`config.mk`:
```
export PLATFORM = sky130hd
export DESIGN_NAME = scr_port
export DESIGN_NICKNAME = d
export VERILOG_FILES = /design/src/scr_pkg.sv /design/src/scr_port.sv
export SDC_FILE = /design/constraint.sdc
export NUM_CORES = 1
export LEC_CHECK = 0
export BUFFER_PORTS_ARGS = -buffer_cell sky130_fd_sc_hd__buf_4
export CAP_MARGIN = 20
export CORE_MARGIN = 8
export CORE_UTILIZATION = 47
export DETAILED_ROUTE_END_ITERATION = 12
export GPL_ROUTABILITY_DRIVEN = 0
export HOLD_SLACK_MARGIN = 0.1
export PLACE_DENSITY_LB_ADDON = 0.08
export SYNTH_ARGS = -nofsm -noshare
export SYNTH_HDL_FRONTEND = slang
export SYNTH_SLANG_ARGS = --single-unit
export TNS_END_PERCENT = 5
```
`constraint.sdc`:
```
create_clock -name i_clk -period 3.82 [get_ports i_clk]
set_input_delay 0.191 -clock i_clk [delete_from_list [all_inputs] [get_ports i_clk]]
set_output_delay 0.191 -clock i_clk [all_outputs]
set_load 0.05 [all_outputs]
```
`src/scr_pkg.sv`:
```
// Shared constants, register map and types of the serial configuration register port
package scr_pkg;

	// ---------------------------------------------------------------
	// Clock and serial timing
	// ---------------------------------------------------------------
	localparam int unsigned CLK_PERIOD_NS = 4;
	localparam int unsigned CLK_HZ = 1_000_000_000 / CLK_PERIOD_NS;
	localparam int unsigned BAUD_MULT = 32;
	localparam int unsigned OVERSAMPLE = 16;
	localparam int unsigned DIV_SHIFT = $clog2(BAUD_MULT * OVERSAMPLE);
	localparam logic [3:0] SAMPLE_TICK = 4'h7;
	localparam logic [3:0] LAST_TICK = 4'hF;
	localparam logic [3:0] STOP_BIT_IDX = 4'hA;
	localparam int unsigned GAP_BITS = 22;

	// ---------------------------------------------------------------
	// Register map (word index; bit 7 of the address byte is write)
	// ---------------------------------------------------------------
	localparam logic [6:0] REG_PART_NUMBER = 7'h00;
	localparam logic [6:0] REG_MOTOR_R = 7'h01;
	localparam logic [6:0] REG_STEP_RES = 7'h02;
	localparam logic [6:0] REG_MOTOR_V = 7'h06;
	localparam logic [6:0] REG_MOTOR_P = 7'h08;
	localparam logic [6:0] REG_PART_VERSION = 7'h14;
	localparam logic [6:0] REG_MODE = 7'h34;
	localparam logic [6:0] REG_NODE_ADDR = 7'h5C;
	localparam logic [6:0] REG_BIT_DIV = 7'h5D;
	localparam int unsigned USER_WORDS = 21;

	localparam logic [15:0] RST_MOTOR_R = 16'h010E;
	localparam logic [15:0] RST_MOTOR_V = 16'h0022;
	localparam logic [15:0] RST_MOTOR_P = 16'h0004;
	localparam logic [15:0] RST_MODE = 16'h0030;
	localparam logic [15:0] MODE_WRITE_MASK = 16'h07FF;
	localparam logic [6:0] RST_NODE_ADDR = 7'h00;
	localparam logic [15:0] RST_BIT_DIV = 16'h0E10;

	function automatic logic [15:0] scr_user_reset(input int unsigned idx);
		logic [15:0] v;
		v = 16'h0000;
		if (idx == int'(REG_MOTOR_R)) v = RST_MOTOR_R;
		else if (idx == int'(REG_MOTOR_V)) v = RST_MOTOR_V;
		else if (idx == int'(REG_MOTOR_P)) v = RST_MOTOR_P;
		return v;
	endfunction

	// ---------------------------------------------------------------
	// Mode register layout and encodings
	// ---------------------------------------------------------------
	typedef enum logic [1:0] {
		SCR_OP_SPEED = 2'b00,
		SCR_OP_POSITION = 2'b01,
		SCR_OP_TORQUE = 2'b10,
		SCR_OP_RESERVED = 2'b11
	} scr_op_mode_t;

	typedef enum logic [1:0] {
		SCR_SRC_SERIAL = 2'b00,
		SCR_SRC_RESERVED = 2'b01,
		SCR_SRC_PULSE_DIR = 2'b10,
		SCR_SRC_PWM_DIR = 2'b11
	} scr_cmd_src_t;

	typedef struct packed {
		logic [4:0] reserved;
		logic undervoltage_lockout_enable;
		logic feedforward_enable;
		logic s_profile_enable;
		logic step_resolution_source;
		logic bridge_combined;
		logic standby_disable;
		logic absolute_position;
		scr_cmd_src_t cmd_source;
		scr_op_mode_t op_mode;
	} scr_mode_cfg_t;

	typedef struct packed {
		logic valid;
		logic ok;
		logic [7:0] data;
	} scr_rx_char_t;

	typedef enum logic [2:0] {
		PKT_SLAVE = 3'b000,
		PKT_REGADDR = 3'b001,
		PKT_DATA_HI = 3'b010,
		PKT_DATA_LO = 3'b011,
		PKT_REPLY = 3'b100
	} scr_pkt_state_t;

	function automatic logic [10:0] scr_frame(input logic [7:0] d);
		return {1'b1, ~^d, d, 1'b0};
	endfunction

endpackage

```
`src/scr_port.sv`:
```
// Serial configuration register port: half-duplex link, packet decoder and register bank
`timescale 1ns/10ps
`default_nettype none
module scr_port #(
	parameter int unsigned CLK_HZ = scr_pkg::CLK_HZ,
	parameter logic [15:0] PART_NUMBER_ID = 16'h0A5A, // Arbitrary value
	parameter logic [15:0] PART_VERSION_ID = 16'h0001, // Arbitrary value
	parameter int unsigned STEP_W = 4,
	parameter int unsigned GAP_BITS = scr_pkg::GAP_BITS
) (
	input wire logic i_clk,
	input wire logic i_reset_n,
	input wire logic i_clk_en,
	input wire logic i_rx,
	input wire logic i_enable_n,
	input wire logic i_start_cmd,
	input wire logic [STEP_W-1:0] i_step_switches,
	output logic o_tx,
	output logic o_transceiver_direction,
	output scr_pkg::scr_mode_cfg_t o_mode_cfg,
	output logic o_speed_mode,
	output logic o_position_mode,
	output logic o_torque_mode,
	output logic o_pulse_dir_input,
	output logic o_pwm_dir_input,
	output logic o_six_pwm_drive,
	output logic o_motor_run,
	output logic [STEP_W-1:0] o_step_resolution,
	output logic [15:0] o_motor_phase_resistance,
	output logic [15:0] o_motor_rated_voltage,
	output logic [15:0] o_motor_pole_pairs,
	output logic [6:0] o_node_address,
	output logic [15:0] o_bit_rate_divisor
);
	import scr_pkg::*;

	localparam logic [28:0] CLK_HZ_W = 29'(CLK_HZ);
	localparam logic [11:0] GAP_LIMIT = 12'(GAP_BITS * OVERSAMPLE);

	// ---------------------------------------------------------------
	// Pin synchronisers
	// ---------------------------------------------------------------
	logic rx_meta_q, rx_sync_q, rx_prev_q;
	logic en_meta_q, en_sync_q;
	logic [STEP_W-1:0] sw_meta_q, sw_sync_q;

	always_ff @(posedge i_clk or negedge i_reset_n) begin
		if (!i_reset_n) begin
			rx_meta_q <= 1'b1;
			rx_sync_q <= 1'b1;
			rx_prev_q <= 1'b1;
			en_meta_q <= 1'b1;
			en_sync_q <= 1'b1;
			sw_meta_q <= '0;
			sw_sync_q <= '0;
		end else if (i_clk_en) begin
			rx_meta_q <= i_rx;
			rx_sync_q <= rx_meta_q;
			rx_prev_q <= rx_sync_q;
			en_meta_q <= i_enable_n;
			en_sync_q <= en_meta_q;
			sw_meta_q <= i_step_switches;
			sw_sync_q <= sw_meta_q;
		end
	end

	// ---------------------------------------------------------------
	// Oversample tick: rate = divisor * 32 * 16 per second
	// ---------------------------------------------------------------
	// A divisor of zero stops the ticks, and with them the whole link
	logic [27:0] acc_q;
	logic [15:0] div_q;
	wire [27:0] nco_inc = 28'(div_q) << DIV_SHIFT;
	wire [28:0] nco_sum = {1'b0, acc_q} + {1'b0, nco_inc};
	wire tick = (nco_sum >= CLK_HZ_W);
	wire [27:0] acc_d = tick ? 28'(nco_sum - CLK_HZ_W) : nco_sum[27:0];

	always_ff @(posedge i_clk or negedge i_reset_n) begin
		if (!i_reset_n) acc_q <= '0;
		else if (i_clk_en) acc_q <= acc_d;
	end

	// ---------------------------------------------------------------
	// Receiver
	// ---------------------------------------------------------------
	logic rx_busy_q;
	logic [3:0] rx_tick_q, rx_bit_q;
	logic [9:0] rx_shift_q;
	scr_rx_char_t rx_char_q;
	wire rx_start = !rx_busy_q && rx_prev_q && !rx_sync_q;
	wire rx_sample = rx_busy_q && tick && (rx_tick_q == SAMPLE_TICK);
	wire rx_false_start = rx_sample && (rx_bit_q == 4'h0) && rx_sync_q;
	wire rx_last = rx_sample && (rx_bit_q == STOP_BIT_IDX);
	wire [9:0] rx_frame = {rx_sync_q, rx_shift_q[9:1]};
	wire rx_frame_ok = rx_frame[9] && (^rx_frame[8:0]);

	always_ff @(posedge i_clk or negedge i_reset_n) begin
		if (!i_reset_n) begin
			rx_busy_q <= 1'b0;
			rx_tick_q <= '0;
			rx_bit_q <= '0;
			rx_shift_q <= '0;
			rx_char_q <= '0;
		end else if (i_clk_en) begin
			rx_char_q.valid <= rx_last;
			if (rx_last) begin
				rx_char_q.ok <= rx_frame_ok;
				rx_char_q.data <= rx_frame[7:0];
			end
			if (rx_start) begin
				rx_busy_q <= 1'b1;
				rx_tick_q <= '0;
				rx_bit_q <= '0;
			end else if (rx_busy_q && tick) begin
				rx_tick_q <= rx_tick_q + 4'h1;
				if (rx_false_start || rx_last) rx_busy_q <= 1'b0;
				if (rx_sample) begin
					rx_bit_q <= rx_bit_q + 4'h1;
					rx_shift_q <= rx_frame;
				end
			end
		end
	end

	// ---------------------------------------------------------------
	// Packet decoder
	// ---------------------------------------------------------------
	scr_pkt_state_t pkt_q;
	logic addressed_q;
	logic [6:0] reg_addr_q;
	logic [7:0] data_hi_q;
	logic [11:0] gap_q;
	logic tx_busy_q, tx_pending_q;
	logic [3:0] tx_tick_q, tx_bit_q;
	logic [10:0] tx_shift_q;
	logic [7:0] tx_lo_q;
	logic [6:0] node_q;

	wire char_good = rx_char_q.valid && rx_char_q.ok;
	wire char_bad = rx_char_q.valid && !rx_char_q.ok;
	wire gap_expired = (gap_q == GAP_LIMIT);
	wire tx_char_end = tx_busy_q && tick && (tx_tick_q == LAST_TICK) && (tx_bit_q == STOP_BIT_IDX);
	wire tx_done = tx_char_end && !tx_pending_q;
	wire read_req = (pkt_q == PKT_REGADDR) && char_good && !rx_char_q.data[7] && addressed_q;
	wire wr_en = (pkt_q == PKT_DATA_LO) && char_good && addressed_q;
	wire [15:0] wr_data = {data_hi_q, rx_char_q.data};

	always_ff @(posedge i_clk or negedge i_reset_n) begin
		if (!i_reset_n) begin
			pkt_q <= PKT_SLAVE;
			addressed_q <= 1'b0;
			reg_addr_q <= '0;
			data_hi_q <= '0;
			gap_q <= '0;
		end else if (i_clk_en) begin
			if (rx_char_q.valid || pkt_q == PKT_SLAVE || pkt_q == PKT_REPLY) gap_q <= '0;
			else if (tick && !gap_expired) gap_q <= gap_q + 12'h001;
			case (pkt_q)
				PKT_SLAVE: begin
					if (char_good) begin
						addressed_q <= (rx_char_q.data[6:0] == node_q);
						pkt_q <= PKT_REGADDR;
					end
				end
				PKT_REGADDR: begin
					if (char_good) begin
						reg_addr_q <= rx_char_q.data[6:0];
						if (rx_char_q.data[7]) pkt_q <= PKT_DATA_HI;
						else if (addressed_q) pkt_q <= PKT_REPLY;
						else pkt_q <= PKT_SLAVE;
					end
				end
				PKT_DATA_HI: begin
					if (char_good) begin
						data_hi_q <= rx_char_q.data;
						pkt_q <= PKT_DATA_LO;
					end
				end
				PKT_DATA_LO: begin
					if (char_good) pkt_q <= PKT_SLAVE;
				end
				PKT_REPLY: begin
					if (tx_done) pkt_q <= PKT_SLAVE;
				end
				default: pkt_q <= PKT_SLAVE;
			endcase
			// Own echo heard while replying is ignored; only the reply end leaves
			if ((char_bad || gap_expired) && pkt_q != PKT_REPLY) pkt_q <= PKT_SLAVE;
		end
	end

	// ---------------------------------------------------------------
	// Register bank
	// ---------------------------------------------------------------
	logic [15:0] user_q [USER_WORDS];
	scr_mode_cfg_t mode_q;

	generate
		for (genvar gi = 0; gi < USER_WORDS; gi++) begin : g_user
			if (gi == int'(REG_PART_NUMBER) || gi == int'(REG_PART_VERSION)) begin : g_ro
				assign user_q[gi] = (gi == int'(REG_PART_NUMBER)) ? PART_NUMBER_ID : PART_VERSION_ID;
			end else begin : g_rw
				always_ff @(posedge i_clk or negedge i_reset_n) begin
					if (!i_reset_n) user_q[gi] <= scr_user_reset(gi);
					else if (i_clk_en && wr_en && reg_addr_q == 7'(gi)) user_q[gi] <= wr_data;
				end
			end
		end
	endgenerate

	always_ff @(posedge i_clk or negedge i_reset_n) begin
		if (!i_reset_n) begin
			mode_q <= RST_MODE;
			node_q <= RST_NODE_ADDR;
			div_q <= RST_BIT_DIV;
		end else if (i_clk_en && wr_en) begin
			if (reg_addr_q == REG_MODE) mode_q <= wr_data & MODE_WRITE_MASK;
			else if (reg_addr_q == REG_NODE_ADDR) node_q <= wr_data[6:0];
			else if (reg_addr_q == REG_BIT_DIV) div_q <= wr_data;
		end
	end


	// ---------------------------------------------------------------
	// Read data select
	// ---------------------------------------------------------------
	// The reply loads as the address byte is taken, before reg_addr_q holds it
	wire [6:0] rd_addr = rx_char_q.data[6:0];
	wire in_user = (rd_addr < 7'(USER_WORDS));
	wire [15:0] rd_data = in_user ? user_q[5'(rd_addr)] :
		(rd_addr == REG_MODE) ? 16'(mode_q) :
		(rd_addr == REG_NODE_ADDR) ? {9'h000, node_q} :
		(rd_addr == REG_BIT_DIV) ? div_q : 16'h0000;

	// ---------------------------------------------------------------
	// Transmitter: high byte then low byte
	// ---------------------------------------------------------------
	always_ff @(posedge i_clk or negedge i_reset_n) begin
		if (!i_reset_n) begin
			tx_busy_q <= 1'b0;
			tx_pending_q <= 1'b0;
			tx_tick_q <= '0;
			tx_bit_q <= '0;
			tx_shift_q <= '1;
			tx_lo_q <= '0;
		end else if (i_clk_en) begin
			// Reply starts at mid stop bit of the address byte, with no turnaround gap
			if (read_req) begin
				tx_busy_q <= 1'b1;
				tx_pending_q <= 1'b1;
				tx_tick_q <= '0;
				tx_bit_q <= '0;
				tx_shift_q <= scr_frame(rd_data[15:8]);
				tx_lo_q <= rd_data[7:0];
			end else if (tx_busy_q && tick) begin
				tx_tick_q <= tx_tick_q + 4'h1;
				if (tx_tick_q == LAST_TICK) begin
					if (tx_bit_q == STOP_BIT_IDX) begin
						tx_bit_q <= '0;
						tx_pending_q <= 1'b0;
						tx_busy_q <= tx_pending_q;
						tx_shift_q <= tx_pending_q ? scr_frame(tx_lo_q) : '1;
					end else begin
						tx_bit_q <= tx_bit_q + 4'h1;
						tx_shift_q <= {1'b1, tx_shift_q[10:1]};
					end
				end
			end
		end
	end

	assign o_tx = tx_shift_q[0];
	assign o_transceiver_direction = tx_busy_q;

	// ---------------------------------------------------------------
	// Mode decode and standby control
	// ---------------------------------------------------------------
	logic speed_q, position_q, torque_q, pulse_q, pwm_q, six_pwm_q, run_q;
	logic [STEP_W-1:0] step_q;
	wire standby_active = !mode_q.standby_disable && (mode_q.cmd_source == SCR_SRC_PULSE_DIR);

	always_ff @(posedge i_clk or negedge i_reset_n) begin
		if (!i_reset_n) begin
			speed_q <= 1'b0;
			position_q <= 1'b0;
			torque_q <= 1'b0;
			pulse_q <= 1'b0;
			pwm_q <= 1'b0;
			six_pwm_q <= 1'b0;
			run_q <= 1'b0;
			step_q <= '0;
		end else if (i_clk_en) begin
			speed_q <= (mode_q.op_mode == SCR_OP_SPEED);
			position_q <= (mode_q.op_mode == SCR_OP_POSITION);
			torque_q <= (mode_q.op_mode == SCR_OP_TORQUE);
			pulse_q <= (mode_q.cmd_source == SCR_SRC_PULSE_DIR);
			pwm_q <= (mode_q.cmd_source == SCR_SRC_PWM_DIR);
			six_pwm_q <= !mode_q.bridge_combined;
			step_q <= mode_q.step_resolution_source ? sw_sync_q : user_q[5'(REG_STEP_RES)][STEP_W-1:0];
			if (en_sync_q) run_q <= 1'b0;
			else if (!standby_active) run_q <= 1'b1;
			else if (i_start_cmd) run_q <= 1'b1;
		end
	end

	assign o_mode_cfg = mode_q;
	assign o_speed_mode = speed_q;
	assign o_position_mode = position_q;
	assign o_torque_mode = torque_q;
	assign o_pulse_dir_input = pulse_q;
	assign o_pwm_dir_input = pwm_q;
	assign o_six_pwm_drive = six_pwm_q;
	assign o_motor_run = run_q;
	assign o_step_resolution = step_q;
	assign o_motor_phase_resistance = user_q[5'(REG_MOTOR_R)];
	assign o_motor_rated_voltage = user_q[5'(REG_MOTOR_V)];
	assign o_motor_pole_pairs = user_q[5'(REG_MOTOR_P)];
	assign o_node_address = node_q;
	assign o_bit_rate_divisor = div_q;

endmodule
`default_nettype wire

```
==> results of run 1 <==
==> kinds of logic after synthesis <==
kind of cell	share of synthesized area (%)
mux	27.07
other cells	0.01563
simple gates	7.986
compound gates	7.850
flops	49.18
buf+inv	4.856
fa+ha+maj	1.387
xor+xnor	1.664
==> stage by stage <==
step / setup TNS (ps) / cells / instance area, um2
after floorplan: 0 / 1923 / 24000
after global placement: 0 / 2594 / 25450
after detailed placement: 0 / 2594 / 25450
after CTS: 0 / 2697 / 27200
after global routing: -138.2 / 2699 / 27250
final: 0 / 2699 / 27250
==> how the worst max path moves through the flow <==
stage                                       from                         to  slack (ps)  cells past startpoint
3_5_place_dp   o_bit_rate_divisor[0]$_DFFE_PN0P_      acc_q[12]$_DFFE_PN0P_         120                     12
5_1_grt        o_bit_rate_divisor[0]$_DFFE_PN0P_       gap_q[1]$_DFFE_PN0P_         -40                     12
4_1_cts        o_bit_rate_divisor[0]$_DFFE_PN0P_   tx_tick_q[0]$_DFFE_PN0P_          50                     12
3_3_place_gp   o_bit_rate_divisor[0]$_DFFE_PN0P_   tx_tick_q[0]$_DFFE_PN0P_         180                     12
6_report       o_bit_rate_divisor[0]$_DFFE_PN0P_     rd_addr[1]$_DFFE_PN0P_         200                     11
2_1_floorplan  o_bit_rate_divisor[0]$_DFFE_PN0P_  rx_shift_q[2]$_DFFE_PN0P_         170                     13
==> synthesized netlist by cell type (6+ instances only) <==
| library cell | instances | area share [%] |
|---|---|---|
| a21oi_1 | 58 | 1.2 |
| nand2_1 | 99 | 1.5 |
| nor2b_1 | 6 | 0.16 |
| dfstp_2 | 28 | 3.1 |
| or4_1 | 26 | 0.81 |
| nand4_1 | 12 | 0.31 |
| buf_4 | 57 | 1.8 |
| and2_1 | 6 | 0.16 |
| o211ai_1 | 16 | 0.50 |
| a31oi_1 | 18 | 0.47 |
| nor2_1 | 75 | 1.2 |
| inv_1 | 31 | 0.49 |
| a211oi_1 | 7 | 0.22 |
| nand2b_1 | 14 | 0.37 |
| buf_6 | 7 | 0.33 |
| clkbuf_1 | 87 | 1.4 |
| mux2_1 | 24 | 1.1 |
| ha_1 | 25 | 1.3 |
| buf_2 | 34 | 0.71 |
| o21ai_0 | 53 | 1.1 |
| xor2_1 | 15 | 0.55 |
| dfrtp_1 | 442 | 46 |
| o31ai_1 | 25 | 0.78 |
| xnor2_1 | 28 | 1.0 |
| buf_1 | 12 | 0.19 |
| and3_1 | 13 | 0.34 |
| nor3_1 | 14 | 0.29 |
| a22oi_1 | 13 | 0.41 |
| mux4_2 | 70 | 6.6 |
| nand3b_1 | 15 | 0.47 |
| nand3_1 | 30 | 0.63 |
| o21ai_1 | 10 | 0.21 |
| nor4_1 | 11 | 0.29 |
| mux2_2 | 377 | 18 |
| or3_1 | 9 | 0.23 |
| mux2i_1 | 40 | 1.7 |
==> worst max-delay path, delay by kind of cell, from the launching register on <==
family                     cells  cell delay, ps
muxes                          1             370
DFF                            1             390
and+or+nand+nor                4             890
adders and majority gates      2             680
AOI/OAI and AO/OA              4            1150
==> state kept, by name, summed over array words and instances (netlist names), 3 cells and up <==
| signal | count |
|---|---|
| user_q | 256 |
| acc_q | 21 |
| o_bit_rate_divisor | 16 |
| o_motor_phase_resistance | 16 |
| o_motor_pole_pairs | 16 |
| o_motor_rated_voltage | 16 |
| gap_q | 12 |
| o_mode_cfg | 11 |
| tx_shift_q | 10 |
| rx_shift_q | 9 |
| data_hi_q | 8 |
| tx_lo_q | 8 |
| o_node_address | 7 |
| rd_addr | 7 |
| reg_addr_q | 7 |
| o_step_resolution | 4 |
| rx_bit_q | 4 |
| rx_tick_q | 4 |
| sw_meta_q | 4 |
| sw_sync_q | 4 |
| tx_bit_q | 4 |
| tx_tick_q | 4 |
| pkt_q | 3 |
| rx_char_q | 3 |
==> layer usage <==
metal	global-route usage [%]	part of all wire, %	vias up
li1	-	-	7149
met1	29.17	46	8220
met2	34.45	48	360
met3	2.833	4.0	108
met4	6.385	2.7	0
met5	0	0	-
==> report_power, final <==
group | internal (mW) | total (mW) | switching [mW] | leakage (nW)
combinational | 0.734 | 2.00 | 1.27 | 5.26
sequential | 5.15 | 5.29 | 0.136 | 6.32
clock | 2.92 | 5.00 | 2.07 | 0.814
==> layout by cell type, fill, tap and decap left out, types with 20 or more instances in the layout <==
cell type,n
dfrtp_1,438
mux2_2,377
buf_4,186
nand2_1,99
nor2_1,73
mux4_2,70
a21oi_1,58
o21ai_0,53
clkbuf_16,52
mux2i_1,40
inv_1,31
nand3_1,30
xnor2_1,28
dfstp_2,28
or4_1,26
ha_1,25
o31ai_1,24
mux2_1,24
clkbuf_1,20
==> cell type report <==
type | count | share of cell area [%]
flip-flops and latches | 470 | 43.33
multi-input cells | 1225 | 40.74
repair buffers | 206 | 6.282
clock buffers | 79 | 5.405
well taps | 672 | 3.086
clock inverters | 16 | 0.7347
inverters | 31 | 0.4271
==> repair_timing <==
| action | 4_1_cts | 5_1_grt |
|---|---|---|
| setup buffers | 0 | 2 |
| gates resized for setup | 0 | 5 |
| hold endpoints to repair | 114 | 0 |
| hold buffers | 8 | 0 |
| setup endpoints to repair | 0 | 66 |
==> flow_metrics.env, run 1 <==
export IMPL_yosys_cell_types_count=89
export IMPL_grt_remaining_overflow=0
export IMPL_vias=15840
export IMPL_diodes=0
export IMPL_dp_worst_setup_slack_ps=118.7
export IMPL_power_ir_vdd_worst_mv=0.3195
export IMPL_clockBufferDepth=3
export IMPL_outcome="complete, no violations"
export IMPL_report_final_setup_viol=0
export IMPL_number_of_antenna_violations_at_the_first_check_in_global_routing=0
export IMPL_worstSetupEndpointType="flip-flop"
export IMPL_synth_edf_count=0
export IMPL_grt_pass1_wl_um=98800
export IMPL_synth_warn=0
export IMPL_timing_max_cap_violations=0
export IMPL_start_kind="flip-flop"
export IMPL_number_of_buffers_created_by_cts=52
export IMPL_clock_tree_from_tritoncts="built"
export IMPL_drv_slew=0
export IMPL_hpwlAfterDp_um=42370
export IMPL_postSynthRegisterBits=470
export IMPL_rr_startpoint="o_bit_rate_divisor[0]$_DFFE_PN0P_"
export IMPL_drive_gt1_share_pct=38.92
export IMPL_synth_cell_area_um2=23990
export IMPL_multi_input_area_um2=11100
export IMPL_hold_path_cell_count=3
export IMPL_cts_clk_slew_worst_paths_ps=60
export IMPL_die_h_um=241.9
export IMPL_critPathArrivalTime_ps=4080
export IMPL_achievable_frequency_mhz=276.2
export IMPL_drt_wl_total_um=62340
export IMPL_power_static_leakage_nw=12.39
export IMPL_clockRootBuffer="clkbuf_16"
export IMPL_postSynthCellCount=1919
export IMPL_setup_worst_path_class="flip-flop to flip-flop"
export IMPL_fill_cells=4286
export IMPL_final_antenna_net_count=0
export IMPL_drt_pass1_iterations=6
export IMPL_syn_mean_instance_area_um2=12.50
export IMPL_placementRows=82
export IMPL_worst_pin_slew_ps=1034
export IMPL_grt_start_max_net_pins=120
export IMPL_timing_final_ws_setup_ps=200.0
export IMPL_wire_per_inst_um=23.10
export IMPL_hold_path_class="primary input to flip-flop"
export IMPL_power_density_nw_per_um2=451.0
export IMPL_hold_path_end="acc_q[24]$_DFFE_PN0P_"
export IMPL_critical_path_max_fanout=10
export IMPL_worst_skew_pair_late_latency_ps=600
export IMPL_r2r_slack_ps=200
export IMPL_drcViolationCount=0
export IMPL_io_buffer_count=104
export IMPL_hold_path_startpoint="i_clk_en"
export IMPL_chipWidth_um=241.9
export IMPL_htree_num_levels=2
export IMPL_io_pins=110
export IMPL_worst_r2r_endpoint="rd_addr[1]$_DFFE_PN0P_"
export IMPL_synthToLayoutAreaGrowth_pct=13.59
export IMPL_timing_critical_path_slowest_stage_cell="fa_1"
export IMPL_finalClockSkew_ps=22.12
export IMPL_finalCoreUtilization_pct=54.20
export IMPL_cp_data_required_time_ps=4280
export IMPL_worstRegToRegCells=11
export IMPL_tritoncts_num_sinks=470
export IMPL_ff_latch_area_um2=11810
export IMPL_nNetsFinal=2022
export IMPL_timing_critical_path_slowest_cell_delay_ps=450
export IMPL_first_global_vias=16350
export IMPL_timing_slew_headroom_pct=31.10
export IMPL_die_outline_area_um2=58520
export IMPL_initial_utilization_pct=47.72
export IMPL_fin_total_pwr_mw=12.29
export IMPL_synth_flop_cell="dfrtp_1"
export IMPL_aggregate_global_route_resource_usage_pct=21.10
export IMPL_async_flop_share_pct=100.0
export IMPL_drt_iter0_markers=1073
export IMPL_worstPathCellList="ha_1 > fa_1 > a211oi_4 > o211ai_2 > nand2_1 > nor4_1 > nor4_2 > o21ai_2 > a211o_1 > nand3_2 > mux2_1"
export IMPL_setup_repair_after_global_routing_missed_its_margin="true"
export IMPL_floorplan_core_area_um2=50270
export IMPL_final_min_period_over_clock_period_pct=94.76
export IMPL_final_period_minus_worst_setup_slack_ps=3620
export IMPL_drt_vias_per_instance=5.868
export IMPL_yosysSeqAreaShare_pct=49.18
export IMPL_fin_hold_ws_ps=142.4
export IMPL_final_hold_vios=0
Note: power is estimated with default switching activity, not from simulation.
==> run 2: changes to the inputs <==
--- a/config.mk
+++ b/config.mk
@@ -7,12 +7,15 @@
 export LEC_CHECK = 0
 export BUFFER_PORTS_ARGS = -buffer_cell sky130_fd_sc_hd__buf_4
 export CAP_MARGIN = 20
+export CELL_PAD_IN_SITES_DETAIL_PLACEMENT = 0
+export CELL_PAD_IN_SITES_GLOBAL_PLACEMENT = 1
 export CORE_MARGIN = 8
 export CORE_UTILIZATION = 47
+export CTS_BUF_LIST = sky130_fd_sc_hd__clkbuf_16
 export DETAILED_ROUTE_END_ITERATION = 12
 export GPL_ROUTABILITY_DRIVEN = 0
 export HOLD_SLACK_MARGIN = 0.1
-export PLACE_DENSITY_LB_ADDON = 0.08
+export PLACE_DENSITY_LB_ADDON = 0.2
 export SYNTH_ARGS = -nofsm -noshare
 export SYNTH_HDL_FRONTEND = slang
 export SYNTH_SLANG_ARGS = --single-unit
==> flow_metrics.env, run 2 (same netlist as run 1, synthesis figures left out) <==
export IMPL_critical_path_max_fanout=36
export IMPL_final_antenna_net_count=0
export IMPL_drcViolationCount=0
export IMPL_outcome="complete, no violations"
export IMPL_number_of_antenna_violations_at_the_first_check_in_global_routing=0
export IMPL_drt_wl_total_um=61960
export IMPL_start_kind="flip-flop"
export IMPL_placed_instance_count=2592
export IMPL_htree_num_levels=2
export IMPL_io_pins=110
export IMPL_hold_path_class="primary input to async pin"
export IMPL_first_global_vias=16510
export IMPL_largest_register_ff_count=256
export IMPL_finalClockSkew_ps=13.06
export IMPL_wire_per_inst_um=22.95
export IMPL_mostFrequentLayoutCells="dfrtp_1 (438), mux2_2 (377), buf_4 (185), nand2_1 (99), nor2_1 (74)"
export IMPL_drt_iter0_markers=846
export IMPL_grt_pass1_wl_um=98400
export IMPL_register_with_the_most_flip_flops="user_q"
export IMPL_grt_remaining_overflow=0
export IMPL_drt_vias_per_instance=5.873
export IMPL_placementRows=82
export IMPL_final_min_period_over_clock_period_pct=95.49
export IMPL_tritoncts_num_sinks=470
export IMPL_hpwlAfterDp_um=42110
export IMPL_grt_start_max_net_pins=103
export IMPL_cp_data_required_time_ps=4330
export IMPL_initial_utilization_pct=47.72
export IMPL_final_period_minus_worst_setup_slack_ps=3648
export IMPL_clockRootBuffer="clkbuf_16"
export IMPL_clock_tree_from_tritoncts="built"
export IMPL_timing_final_ws_setup_ps=172.3
export IMPL_power_static_leakage_nw=12.43
export IMPL_chipWidth_um=241.9
export IMPL_final_hold_vios=0
export IMPL_reg_largest_list="user_q: 256 flops, acc_q: 21 flops"
export IMPL_diodes=0
export IMPL_cts_clk_slew_worst_paths_ps=60
export IMPL_mostFrequentLayoutCell="dfrtp_1"
export IMPL_io_buffer_count=104
export IMPL_setup_worst_path_class="flip-flop to flip-flop"
export IMPL_layoutNonFillerInstCount=2699
export IMPL_worstSetupEndpointType="flip-flop"
export IMPL_power_density_nw_per_um2=449.6
export IMPL_achievable_frequency_mhz=274.1
export IMPL_die_outline_area_um2=58520
export IMPL_drv_slew=0
export IMPL_ff_latch_area_um2=11810
export IMPL_nNetsFinal=2020
export IMPL_die_h_um=241.9
export IMPL_timing_max_cap_violations=0
export IMPL_clockBufferDepth=3
export IMPL_worst_pin_slew_ps=1001
export IMPL_floorplan_core_area_um2=50270
export IMPL_aggregate_global_route_resource_usage_pct=20.96
export IMPL_fin_hold_ws_ps=271.5
export IMPL_drt_pass1_iterations=5
export IMPL_vias=15850
export IMPL_fill_cells=4391
export IMPL_worst_skew_pair_late_latency_ps=600
export IMPL_power_ir_vdd_worst_mv=0.3055
export IMPL_critPathArrivalTime_ps=4160
export IMPL_number_of_buffers_created_by_cts=52
export IMPL_synthToLayoutAreaGrowth_pct=13.46
export IMPL_multi_input_area_um2=11090
export IMPL_drive_gt1_share_pct=38.33
export IMPL_timing_slew_headroom_pct=33.05
export IMPL_report_final_setup_viol=0
export IMPL_dp_worst_setup_slack_ps=74.69
-- run 2: worst max-delay path: stages (launching register included) --
cell and delay, ps:
dfrtp_1 380, ha_1 220, fa_1 440, a211oi_4 340, o211ai_2 170, a21oi_2 270, o21ai_1 160, a41oi_1 370
o211ai_1 180, buf_4 280, or4_1 540, a31oi_1 200
-- run 2: cell type report --
cell class                      instances  area share [%]
Clock buffer                           52           4.781
Clock inverter                         45           1.411
Inverter                               31          0.4275
Multi-Input combinational cell       1225           40.76
Sequential cell                       470           43.38
Tap cell                              672           3.089
Timing Repair Buffer                  204           6.151
-- run 2: layer usage --
| metal | GRT usage, % | part of all wire, % | up-vias |
|---|---|---|---|
| met5 | 0 | 0 | - |
| met4 | 6.048 | 2.6 | 0 |
| met3 | 3.020 | 3.2 | 95 |
| met2 | 34.19 | 48 | 253 |
| met1 | 28.97 | 46 | 8364 |
| li1 | - | - | 7140 |
-- run 2: metrics by stage --
| stage | TNS, ps | area, um2 | util (%) | power [mW] |
|---|---|---|---|---|
| 2_1_floorplan | 0 | 24000 | - | 6.761 |
| 3_3_place_gp | 0 | 25400 | 50.53 | 7.284 |
| 3_5_place_dp | 0 | 25400 | 50.53 | 7.317 |
| 4_1_cts | 0 | 27180 | 54.06 | 12.34 |
| 5_1_grt | -28.63 | 27220 | 54.14 | 12.79 |
| 6_report | 0 | 27220 | 54.14 | 12.24 |
-- run 2: where the power goes --
part           internal (mW)  total, mW  switching, mW
logic                  0.715       1.98           1.27
registers               5.15       5.29          0.141
clock network           2.88       4.96           2.08
total                   8.75       12.2           3.49
-- run 2: what timing repair did --
item                                   CTS  global route
hold buffers                             9             0
endpoints found under the hold margin   90             0
setup buffers                            0             1
gates resized for setup                  0             5
setup endpoints to repair                0            38
-- run 2: path summary, 6_finish.rpt --
path,startpoint,to,slack [ps],cells past startpoint
setup / recovery,o_bit_rate_divisor[0]$_DFFE_PN0P_,acc_q[13]$_DFFE_PN0P_,170,11
hold / removal,i_reset_n,acc_q[22]$_DFFE_PN0P_,270,2
setup reg to reg,o_bit_rate_divisor[0]$_DFFE_PN0P_,acc_q[13]$_DFFE_PN0P_,170,11
hold reg to reg,tx_bit_q[3]$_DFFE_PN0P_,tx_bit_q[3]$_DFFE_PN0P_,480,1
max in group asynchronous,i_reset_n,o_motor_rated_voltage[5]$_DFFE_PN1P_,2530,3
min in group i_clk,i_step_switches[0],sw_meta_q[0]$_DFFE_PN0P_,390,3
